## config.mk

```make
export PLATFORM = sky130hd
export DESIGN_NAME = pwm_compare
export DESIGN_NICKNAME = d
export VERILOG_FILES = /design/src/pwm_compare_pkg.sv /design/src/pwm_compare.sv
export VERILOG_INCLUDE_DIRS = /design/src
export SDC_FILE = /design/constraint.sdc
export NUM_CORES = 2
export LEC_CHECK = 0
export ABC_AREA = 1
export BUFFER_PORTS_ARGS = -buffer_cell sky130_fd_sc_hd__buf_2
export CORE_ASPECT_RATIO = 0.5
export CORE_UTILIZATION = 35
export CTS_BUF_LIST = sky130_fd_sc_hd__clkbuf_16
export CTS_CLUSTER_DIAMETER = 120
export DETAILED_ROUTE_END_ITERATION = 8
export GPL_ROUTABILITY_DRIVEN = 0
export SETUP_SLACK_MARGIN = 0.3
export SYNTH_ARGS = -nofsm -noshare
export SYNTH_HDL_FRONTEND = slang
export SYNTH_SLANG_ARGS = --single-unit
export TNS_END_PERCENT = 1
```

## constraint.sdc

```tcl
create_clock -name REF_CLK -period 34.5 [get_ports REF_CLK]
set_clock_uncertainty 0.1 [all_clocks]
set_input_delay 1.725 -clock REF_CLK [delete_from_list [all_inputs] [get_ports REF_CLK]]
set_output_delay 1.725 -clock REF_CLK [all_outputs]
set_load 0.01 [all_outputs]
```

## src/pwm_compare_params.svh

```systemverilog
// Purpose: Constants for the dual output modulator / compare block
// Assumes: AHB-Lite register access, 32-bit data, one register per aligned word
// Notes: Offsets are byte addresses; count index of each 32-bit pair times four
`ifndef PWM_COMPARE_PARAMS_SVH
`define PWM_COMPARE_PARAMS_SVH

// ----------------------------------------
// Timing and scale
// ----------------------------------------
`define REF_CLK_HZ 32'h0BEB_C200
`define DUTY_FULL_SCALE 32'h0000_7D00

// ----------------------------------------
// Register indices and byte addresses
// ----------------------------------------
`define IDX_PRESET_ONE 3
`define IDX_PRESET_TWO 5
`define IDX_DUTY_ONE 7
`define IDX_FREQ_ONE 9
`define IDX_DUTY_TWO 11
`define IDX_FREQ_TWO 13
`define ADDR_CONTROL 12'h000
`define ADDR_PRESET_ONE 12'h00C
`define ADDR_PRESET_TWO 12'h014
`define ADDR_DUTY_ONE 12'h01C
`define ADDR_FREQ_ONE 12'h024
`define ADDR_DUTY_TWO 12'h02C
`define ADDR_FREQ_TWO 12'h034
`define ADDR_COUNT_ONE 12'h040
`define ADDR_COUNT_TWO 12'h044
`define ADDR_STOP_DUTY_ONE 12'h048
`define ADDR_STOP_FREQ_ONE 12'h04C
`define ADDR_STOP_DUTY_TWO 12'h050
`define ADDR_STOP_FREQ_TWO 12'h054
`define ADDR_STATUS 12'h058

// ----------------------------------------
// Control and status fields, reset values
// ----------------------------------------
`define CTRL_MODE_ONE_LSB 0
`define CTRL_MODE_TWO_LSB 2
`define CTRL_PWM_EN_LSB 4
`define CTRL_STOP_HOLD_LSB 6
`define CTRL_OUT_BIT_LSB 8
`define CTRL_WIDTH 10
`define CTRL_RESET 10'h000
`define STAT_OUT_LSB 0
`define STAT_RUN_LSB 2
`define STAT_HIT_LSB 4
`define VALUE_RESET 32'h0000_0000

`endif

```

## src/pwm_compare_pkg.sv

```systemverilog
// Purpose: Types shared by the dual output modulator / compare block
// Assumes: Constants come from pwm_compare_params.svh
// Notes: Mode code 2'b11 is unused and drives the output low
package pwm_compare_pkg;

  typedef enum logic [1:0] {
    MODE_PLAIN   = 2'b00,
    MODE_PWM     = 2'b01,
    MODE_COMPARE = 2'b10,
    MODE_UNUSED  = 2'b11
  } out_mode_type;

  typedef logic [31:0] word_type;

endpackage

```

## src/pwm_compare.sv

```systemverilog
// Purpose: Two dedicated outputs from plain bits, modulators or counter compares
// Assumes: Counts and STOP_MODE come from logic on REF_CLK; zero-wait AHB-Lite
// Notes: Frequencies above half the clock rate are clamped to half the clock rate
`timescale 1ns/1ps
`include "pwm_compare_params.svh"

module pwm_compare
  import pwm_compare_pkg::*;
#(
  parameter int ADDR_W = 12,
  parameter logic [31:0] CLK_HZ = `REF_CLK_HZ
) (
  input wire logic REF_CLK,
  input wire logic SRST,
  input wire logic HSEL,
  input wire logic [ADDR_W-1:0] HADDR,
  input wire logic [1:0] HTRANS,
  input wire logic HWRITE,
  input wire logic [2:0] HSIZE,
  input wire logic [31:0] HWDATA,
  input wire logic HREADY,
  output logic [31:0] HRDATA,
  output logic HREADYOUT,
  output logic HRESP,
  input wire logic [31:0] COUNT_ONE,
  input wire logic [31:0] COUNT_TWO,
  input wire logic STOP_MODE,
  output logic FIRST_DEDICATED_OUTPUT,
  output logic SECOND_DEDICATED_OUTPUT
);

  localparam logic [31:0] FULL = `DUTY_FULL_SCALE;
  localparam logic [31:0] HALF = {1'b0, CLK_HZ[31:1]};

  // ----------------------------------------
  // Helpers
  // ----------------------------------------
  function automatic logic [31:0] clamp_duty(input logic [31:0] d);
    return (d > FULL) ? FULL : d;
  endfunction

  function automatic logic [31:0] clamp_step(input logic [31:0] f);
    return (f > HALF) ? HALF : f;
  endfunction

  // High while phase/CLK_HZ is below duty/FULL; cross-multiplied to avoid a divider
  function automatic logic pwm_high(input logic [31:0] phase, input logic [31:0] duty);
    logic [63:0] lhs;
    logic [63:0] rhs;
    lhs = {32'h0000_0000, phase} * {32'h0000_0000, FULL};
    rhs = {32'h0000_0000, clamp_duty(duty)} * {32'h0000_0000, CLK_HZ};
    return lhs < rhs;
  endfunction

  // ----------------------------------------
  // Bus slave state
  // ----------------------------------------
  logic wr_pend_reg, wr_pend_next;
  logic [ADDR_W-1:0] wr_addr_reg, wr_addr_next;
  logic [31:0] rdata_reg, rdata_next;
  logic [`CTRL_WIDTH-1:0] ctrl_reg, ctrl_next;
  logic [31:0] preset_reg [2];
  logic [31:0] preset_next [2];
  logic [31:0] duty_reg [2];
  logic [31:0] duty_next [2];
  logic [31:0] freq_reg [2];
  logic [31:0] freq_next [2];
  logic [31:0] sduty_reg [2];
  logic [31:0] sduty_next [2];
  logic [31:0] sfreq_reg [2];
  logic [31:0] sfreq_next [2];

  // ----------------------------------------
  // Channel state
  // ----------------------------------------
  logic run_reg [2];
  logic run_next [2];
  logic [31:0] phase_reg [2];
  logic [31:0] phase_next [2];
  logic [31:0] act_duty_reg [2];
  logic [31:0] act_duty_next [2];
  logic [31:0] act_freq_reg [2];
  logic [31:0] act_freq_next [2];
  logic pwm_lvl_reg [2];
  logic pwm_lvl_next [2];
  logic out_reg [2];
  logic out_next [2];
  logic hit [2];
  logic [31:0] count [2];
  logic [31:0] status;
  logic addr_phase;

  assign count[0] = COUNT_ONE;
  assign count[1] = COUNT_TWO;
  assign addr_phase = HSEL && HTRANS[1] && HREADY;

  // ----------------------------------------
  // Compare hits
  // ----------------------------------------
  always_comb begin
    for (int i = 0; i < 2; i++) begin
      hit[i] = (preset_reg[i] != 32'h0000_0000) && (count[i] >= preset_reg[i]);
    end
  end

  always_comb begin
    status = 32'h0000_0000;
    status[`STAT_OUT_LSB] = out_reg[0];
    status[`STAT_OUT_LSB+1] = out_reg[1];
    status[`STAT_RUN_LSB] = run_reg[0];
    status[`STAT_RUN_LSB+1] = run_reg[1];
    status[`STAT_HIT_LSB] = hit[0];
    status[`STAT_HIT_LSB+1] = hit[1];
  end

  // ----------------------------------------
  // Bus next state
  // ----------------------------------------
  always_comb begin
    wr_pend_next = addr_phase && HWRITE;
    wr_addr_next = HADDR;
    ctrl_next = ctrl_reg;
    preset_next = preset_reg;
    duty_next = duty_reg;
    freq_next = freq_reg;
    sduty_next = sduty_reg;
    sfreq_next = sfreq_reg;
    // Writes land in the data phase; unmapped addresses are ignored
    if (wr_pend_reg) begin
      unique case (wr_addr_reg)
        `ADDR_CONTROL: ctrl_next = HWDATA[`CTRL_WIDTH-1:0];
        `ADDR_PRESET_ONE: preset_next[0] = HWDATA;
        `ADDR_PRESET_TWO: preset_next[1] = HWDATA;
        `ADDR_DUTY_ONE: duty_next[0] = HWDATA;
        `ADDR_FREQ_ONE: freq_next[0] = HWDATA;
        `ADDR_DUTY_TWO: duty_next[1] = HWDATA;
        `ADDR_FREQ_TWO: freq_next[1] = HWDATA;
        `ADDR_STOP_DUTY_ONE: sduty_next[0] = HWDATA;
        `ADDR_STOP_FREQ_ONE: sfreq_next[0] = HWDATA;
        `ADDR_STOP_DUTY_TWO: sduty_next[1] = HWDATA;
        `ADDR_STOP_FREQ_TWO: sfreq_next[1] = HWDATA;
        default: ctrl_next = ctrl_reg;
      endcase
    end
    // Read data is captured in the address phase so it stands in the data phase
    rdata_next = rdata_reg;
    if (addr_phase && !HWRITE) begin
      unique case (HADDR)
        `ADDR_CONTROL: rdata_next = {{(32-`CTRL_WIDTH){1'b0}}, ctrl_next};
        `ADDR_PRESET_ONE: rdata_next = preset_next[0];
        `ADDR_PRESET_TWO: rdata_next = preset_next[1];
        `ADDR_DUTY_ONE: rdata_next = duty_next[0];
        `ADDR_FREQ_ONE: rdata_next = freq_next[0];
        `ADDR_DUTY_TWO: rdata_next = duty_next[1];
        `ADDR_FREQ_TWO: rdata_next = freq_next[1];
        `ADDR_COUNT_ONE: rdata_next = COUNT_ONE;
        `ADDR_COUNT_TWO: rdata_next = COUNT_TWO;
        `ADDR_STOP_DUTY_ONE: rdata_next = sduty_next[0];
        `ADDR_STOP_FREQ_ONE: rdata_next = sfreq_next[0];
        `ADDR_STOP_DUTY_TWO: rdata_next = sduty_next[1];
        `ADDR_STOP_FREQ_TWO: rdata_next = sfreq_next[1];
        `ADDR_STATUS: rdata_next = status;
        default: rdata_next = 32'h0000_0000;
      endcase
    end
  end

  always_ff @(posedge REF_CLK) begin
    if (SRST) begin
      wr_pend_reg <= 1'b0;
      wr_addr_reg <= '0;
      rdata_reg <= 32'h0000_0000;
      ctrl_reg <= `CTRL_RESET;
      for (int i = 0; i < 2; i++) begin
        preset_reg[i] <= `VALUE_RESET;
        duty_reg[i] <= `VALUE_RESET;
        freq_reg[i] <= `VALUE_RESET;
        sduty_reg[i] <= `VALUE_RESET;
        sfreq_reg[i] <= `VALUE_RESET;
      end
    end else begin
      wr_pend_reg <= wr_pend_next;
      wr_addr_reg <= wr_addr_next;
      rdata_reg <= rdata_next;
      ctrl_reg <= ctrl_next;
      preset_reg <= preset_next;
      duty_reg <= duty_next;
      freq_reg <= freq_next;
      sduty_reg <= sduty_next;
      sfreq_reg <= sfreq_next;
    end
  end

  assign HRDATA = rdata_reg;
  assign HREADYOUT = 1'b1;
  assign HRESP = 1'b0;

  // ----------------------------------------
  // Modulator channels and output select
  // ----------------------------------------
  always_comb begin
    logic [32:0] sum;
    logic [31:0] tgt_d;
    logic [31:0] tgt_f;
    logic en;
    logic hold;
    out_mode_type mode;
    sum = 33'h0_0000_0000;
    tgt_d = 32'h0000_0000;
    tgt_f = 32'h0000_0000;
    en = 1'b0;
    hold = 1'b0;
    mode = MODE_PLAIN;
    for (int i = 0; i < 2; i++) begin
      en = ctrl_reg[`CTRL_PWM_EN_LSB+i];
      // stop mode picks hold or stop values
      hold = STOP_MODE && ctrl_reg[`CTRL_STOP_HOLD_LSB+i];
      tgt_d = STOP_MODE ? sduty_reg[i] : duty_reg[i];
      tgt_f = STOP_MODE ? sfreq_reg[i] : freq_reg[i];
      run_next[i] = run_reg[i];
      phase_next[i] = phase_reg[i];
      act_duty_next[i] = act_duty_reg[i];
      act_freq_next[i] = act_freq_reg[i];
      sum = {1'b0, phase_reg[i]} + {1'b0, clamp_step(act_freq_reg[i])};
      if (hold) begin
        run_next[i] = run_reg[i];
      end else if (!en || (STOP_MODE && (tgt_d == 32'h0000_0000 || tgt_f == 32'h0000_0000))) begin
        run_next[i] = 1'b0;
        phase_next[i] = 32'h0000_0000;
      end else if (!run_reg[i]) begin
        // start only once both values are non-zero
        run_next[i] = (tgt_d != 32'h0000_0000) && (tgt_f != 32'h0000_0000);
        phase_next[i] = 32'h0000_0000;
        act_duty_next[i] = tgt_d;
        act_freq_next[i] = tgt_f;
      end else if (sum >= {1'b0, CLK_HZ}) begin
        phase_next[i] = 32'(sum - {1'b0, CLK_HZ});
        // new values taken at period start
        act_duty_next[i] = tgt_d;
        act_freq_next[i] = tgt_f;
        run_next[i] = (tgt_d != 32'h0000_0000) && (tgt_f != 32'h0000_0000);
      end else begin
        phase_next[i] = sum[31:0];
      end
      // duty ratio with clamp to full scale
      pwm_lvl_next[i] = hold ? pwm_lvl_reg[i]
                             : run_next[i] && pwm_high(phase_next[i], act_duty_next[i]);
      mode = out_mode_type'(ctrl_reg[`CTRL_MODE_ONE_LSB+2*i +: 2]);
      unique case (mode)
        MODE_PLAIN: out_next[i] = ctrl_reg[`CTRL_OUT_BIT_LSB+i];
        MODE_PWM: out_next[i] = pwm_lvl_next[i];
        MODE_COMPARE: out_next[i] = hit[i];
        default: out_next[i] = 1'b0;
      endcase
    end
  end

  always_ff @(posedge REF_CLK) begin
    if (SRST) begin
      for (int i = 0; i < 2; i++) begin
        run_reg[i] <= 1'b0;
        phase_reg[i] <= 32'h0000_0000;
        act_duty_reg[i] <= 32'h0000_0000;
        act_freq_reg[i] <= 32'h0000_0000;
        pwm_lvl_reg[i] <= 1'b0;
        out_reg[i] <= 1'b0;
      end
    end else begin
      run_reg <= run_next;
      phase_reg <= phase_next;
      act_duty_reg <= act_duty_next;
      act_freq_reg <= act_freq_next;
      pwm_lvl_reg <= pwm_lvl_next;
      out_reg <= out_next;
    end
  end

  assign FIRST_DEDICATED_OUTPUT = out_reg[0];
  assign SECOND_DEDICATED_OUTPUT = out_reg[1];

endmodule // pwm_compare

```

==> reports/qor.yml <==
status:
  status: "finished clean"
logic_synthesis:
  ys_top_cells_by_area: "fa_1, dfxtp_1, ha_1"
  synthCells: 9087
  synth_simple_gate_area_share_pct: 17.5
  synth-edff-count: 0
  synthArstFlopShare_pct: 0
  yosysTopAreaCellShare_pct: 23.7
  yosysSeqAreaShare_pct: 16.7
  synthAdderAreaFrac_pct: 37.5
  synth_xor_area_share_pct: 2.12
  ys_warn_count: 0
  synth_area_leader_cell: "fa_1"
  syn_avg_cell_area_um2: 7.57
  synth_compound_area_share_pct: 11.5
  synthMuxAreaShare_pct: 1.95
  synth_flop_cell: "dfxtp_1"
  synth_most_common_cell: "inv_1"
  synth_top_family_by_area: "adder cells"
  synth_cell_type_count: 67
  yosys-top-cells-count: "inv_1, nand2_1, nor2_1, fa_1, ha_1"
  synth_area_um2: 68800
  ys_ff_latch: 573
placement:
  dp_slack_ps: 18670
  place_inst: 11914
  io_buffers: 148
  dp_hpwl_um: 165000
setup_path:
  start_kind: "flip-flop"
  cp_data_arrival_time_ps: 16310
  rr_endpoint: "SECOND_DEDICATED_OUTPUT"
  critical_path.max_fanout: 86
  slowest_stage: "nor2_1"
  worstRegToRegCells: 70
  worstReg2RegStart: "act_freq_reg[31]"
  path_class: "reg -> reg"
  cp_top_family: "simple AND/OR/NAND/NOR gates"
  cp_num_buf_inv: 9
  cp.required_ps: 34950
  end_kind: "flip-flop"
  worst_path_most_repeated_cell: "nand2_1"
  r2r_slack_ps: 18640
  max_stage_delay_ps: 790
power:
  p_per_area_nw_per_um2: 57.7
  ir_drop_mv: 0.0905
  p_leak_nw: 40.9
die:
  die_x_um: 629
  die-area_um2: 198000
  die_y_um: 315
  row_count: 114
  ios: 155
  start_util_pct: 35.4
  core_area_um2: 194000
global_routing:
  grt_pass1_wl_um: 318000
  grt_use_total_pct: 20.2
  grt_overflow: 0
  antenna_found_initial: 14
  grt_pass1_vias: 57612
  grt_max_degree: 110
drt:
  wl_um: 199000
  drt_iter0_drc: 4121
  antenna_left: 0
  drc: 0
  wl_per_cell_um: 16.5
  viasPerCell: 4.83
  vias: 58126
  drt_first_pass_iters: 6
clock_tree:
  h-tree-depth: 3
  cts_tree: "yes"
  numCtsBuffers: 67
  clk_pin_slew_worst_paths_ps: 70
  cts_resized: 0
  clock_path_buffers: 3
  cts_setup_buffers: 0
  hold_buffers: 0
  clock_tree.root_cell: "clkbuf_16"
  insertion_delay_ps: 660
  clkSinkCount: 573
sta:
  slew_violations: 0
  timing.final.ws_setup_ps: 18640
  period_minus_slack_ps: 15860
  setup-tns-final_ps: 0
  slew_headroom_pct: 5.62
  finalSetupViolCount: 0
  tightest_slew_ps: 1400
  fmax_ghz: 0.0631
  hold_viol: 0
  rsz0062_at_grt: "false"
  finalCritPeriodShare_pct: 46.0
finish:
  drive_gt1_share_pct: 3.97
  fin_nets: 11066
  layoutNonFillerInstCount: 12039
  area_delta_synth_final_pct: 9.45
  fill_cells: 20437
hold_path:
  holdCritPathClass: "reg -> reg"
  worstHoldStart: "HRDATA[23]"
  hold_depth: 2
  hold_path_end: "HRDATA[23]"
job:
  drv_cap: 0
[layer usage]
metal | track usage [%] | up-vias | wire, um
li1 | - | 28823 | -
met1 | 25.3 | 27461 | 84400
met2 | 35.2 | 1437 | 94500
met3 | 2.43 | 401 | 10000
met4 | 9.06 | 4 | 10200
met5 | 0 | - | 27
[power by group]
group / internal (mW) / switching [mW]
registers: 0.663 / 0.000486
logic: 1.17 / 1.81
clock network: 0.392 / 0.309
total: 2.22 / 2.12
[stage by stage]
stage          hold WS [ps]  instance area, um^2  util (%)  total power, mW
2_1_floorplan           341                69800         -             2.98
3_3_place_gp            350                73100      37.7             3.35
3_5_place_dp            354                73100      37.7             3.36
4_1_cts                 364                75300      38.7             4.07
5_1_grt                 378                75300      38.7             4.83
6_report                362                75300      38.7             4.34
[placed cells by master, fill, tap and decap left out, types with 27 or more instances in the layout]
cell and instances:
nand3b_1 28, a21oi_1 488, o21ai_0 567, mux2i_1 134, nand4_1 74, clkbuf_16 68
conb_1 286, nand2_1 1449, dfxtp_1 573, ha_1 761, buf_4 47, xor2_1 100
nand3_1 212, buf_2 146, inv_1 2044, nor3_1 53, o21ai_1 32, a31oi_1 36
o211ai_1 37, o22ai_1 126, xnor2_1 65, nor2_1 921, o41ai_1 27, nor4_1 69
fa_1 813
[worst max-delay path by stage]
stage,start,end,slack (ps),cells past startpoint
2_1_floorplan,act_freq_reg[31],SECOND_DEDICATED_OUTPUT,23190,70
3_3_place_gp,act_freq_reg[31],SECOND_DEDICATED_OUTPUT,18740,70
3_5_place_dp,act_freq_reg[31],SECOND_DEDICATED_OUTPUT,18670,70
4_1_cts,act_freq_reg[31],SECOND_DEDICATED_OUTPUT,18620,70
5_1_grt,act_freq_reg[31],SECOND_DEDICATED_OUTPUT,17230,70
6_report,act_freq_reg[31],SECOND_DEDICATED_OUTPUT,18640,70
[final cells by class]
type | instances | area, um^2 | area share, %
antenna | 6 | 15.0 | 0.0199
clock inverter | 51 | 412 | 0.547
timing repair buffer | 195 | 1110 | 1.47
inverter | 2047 | 7680 | 10.2
sequential | 573 | 11500 | 15.2
tap | 2610 | 3270 | 4.34
clock buffer | 68 | 1700 | 2.26
multi-input combinational | 6489 | 49600 | 65.9
[worst min-delay path: stages, from the launching register on]
cell and delay, ps:
dfxtp_1 300, nand2_1 60, a21oi_1 60
[cell families (layout without fill, tap and decap cells)]
group,count (synthesis),after routing
other,2,292
AND/OR/NAND/NOR,2902,2902
XOR/XNOR,166,166
AO/OA/AOI/OAI,1427,1427
adder cells (fa/ha/maj),1574,1574
flip-flops,573,573
buffers and inverters,2309,2361
multiplexers,134,134
No activity file was read; power rests on OpenSTA's default activity.
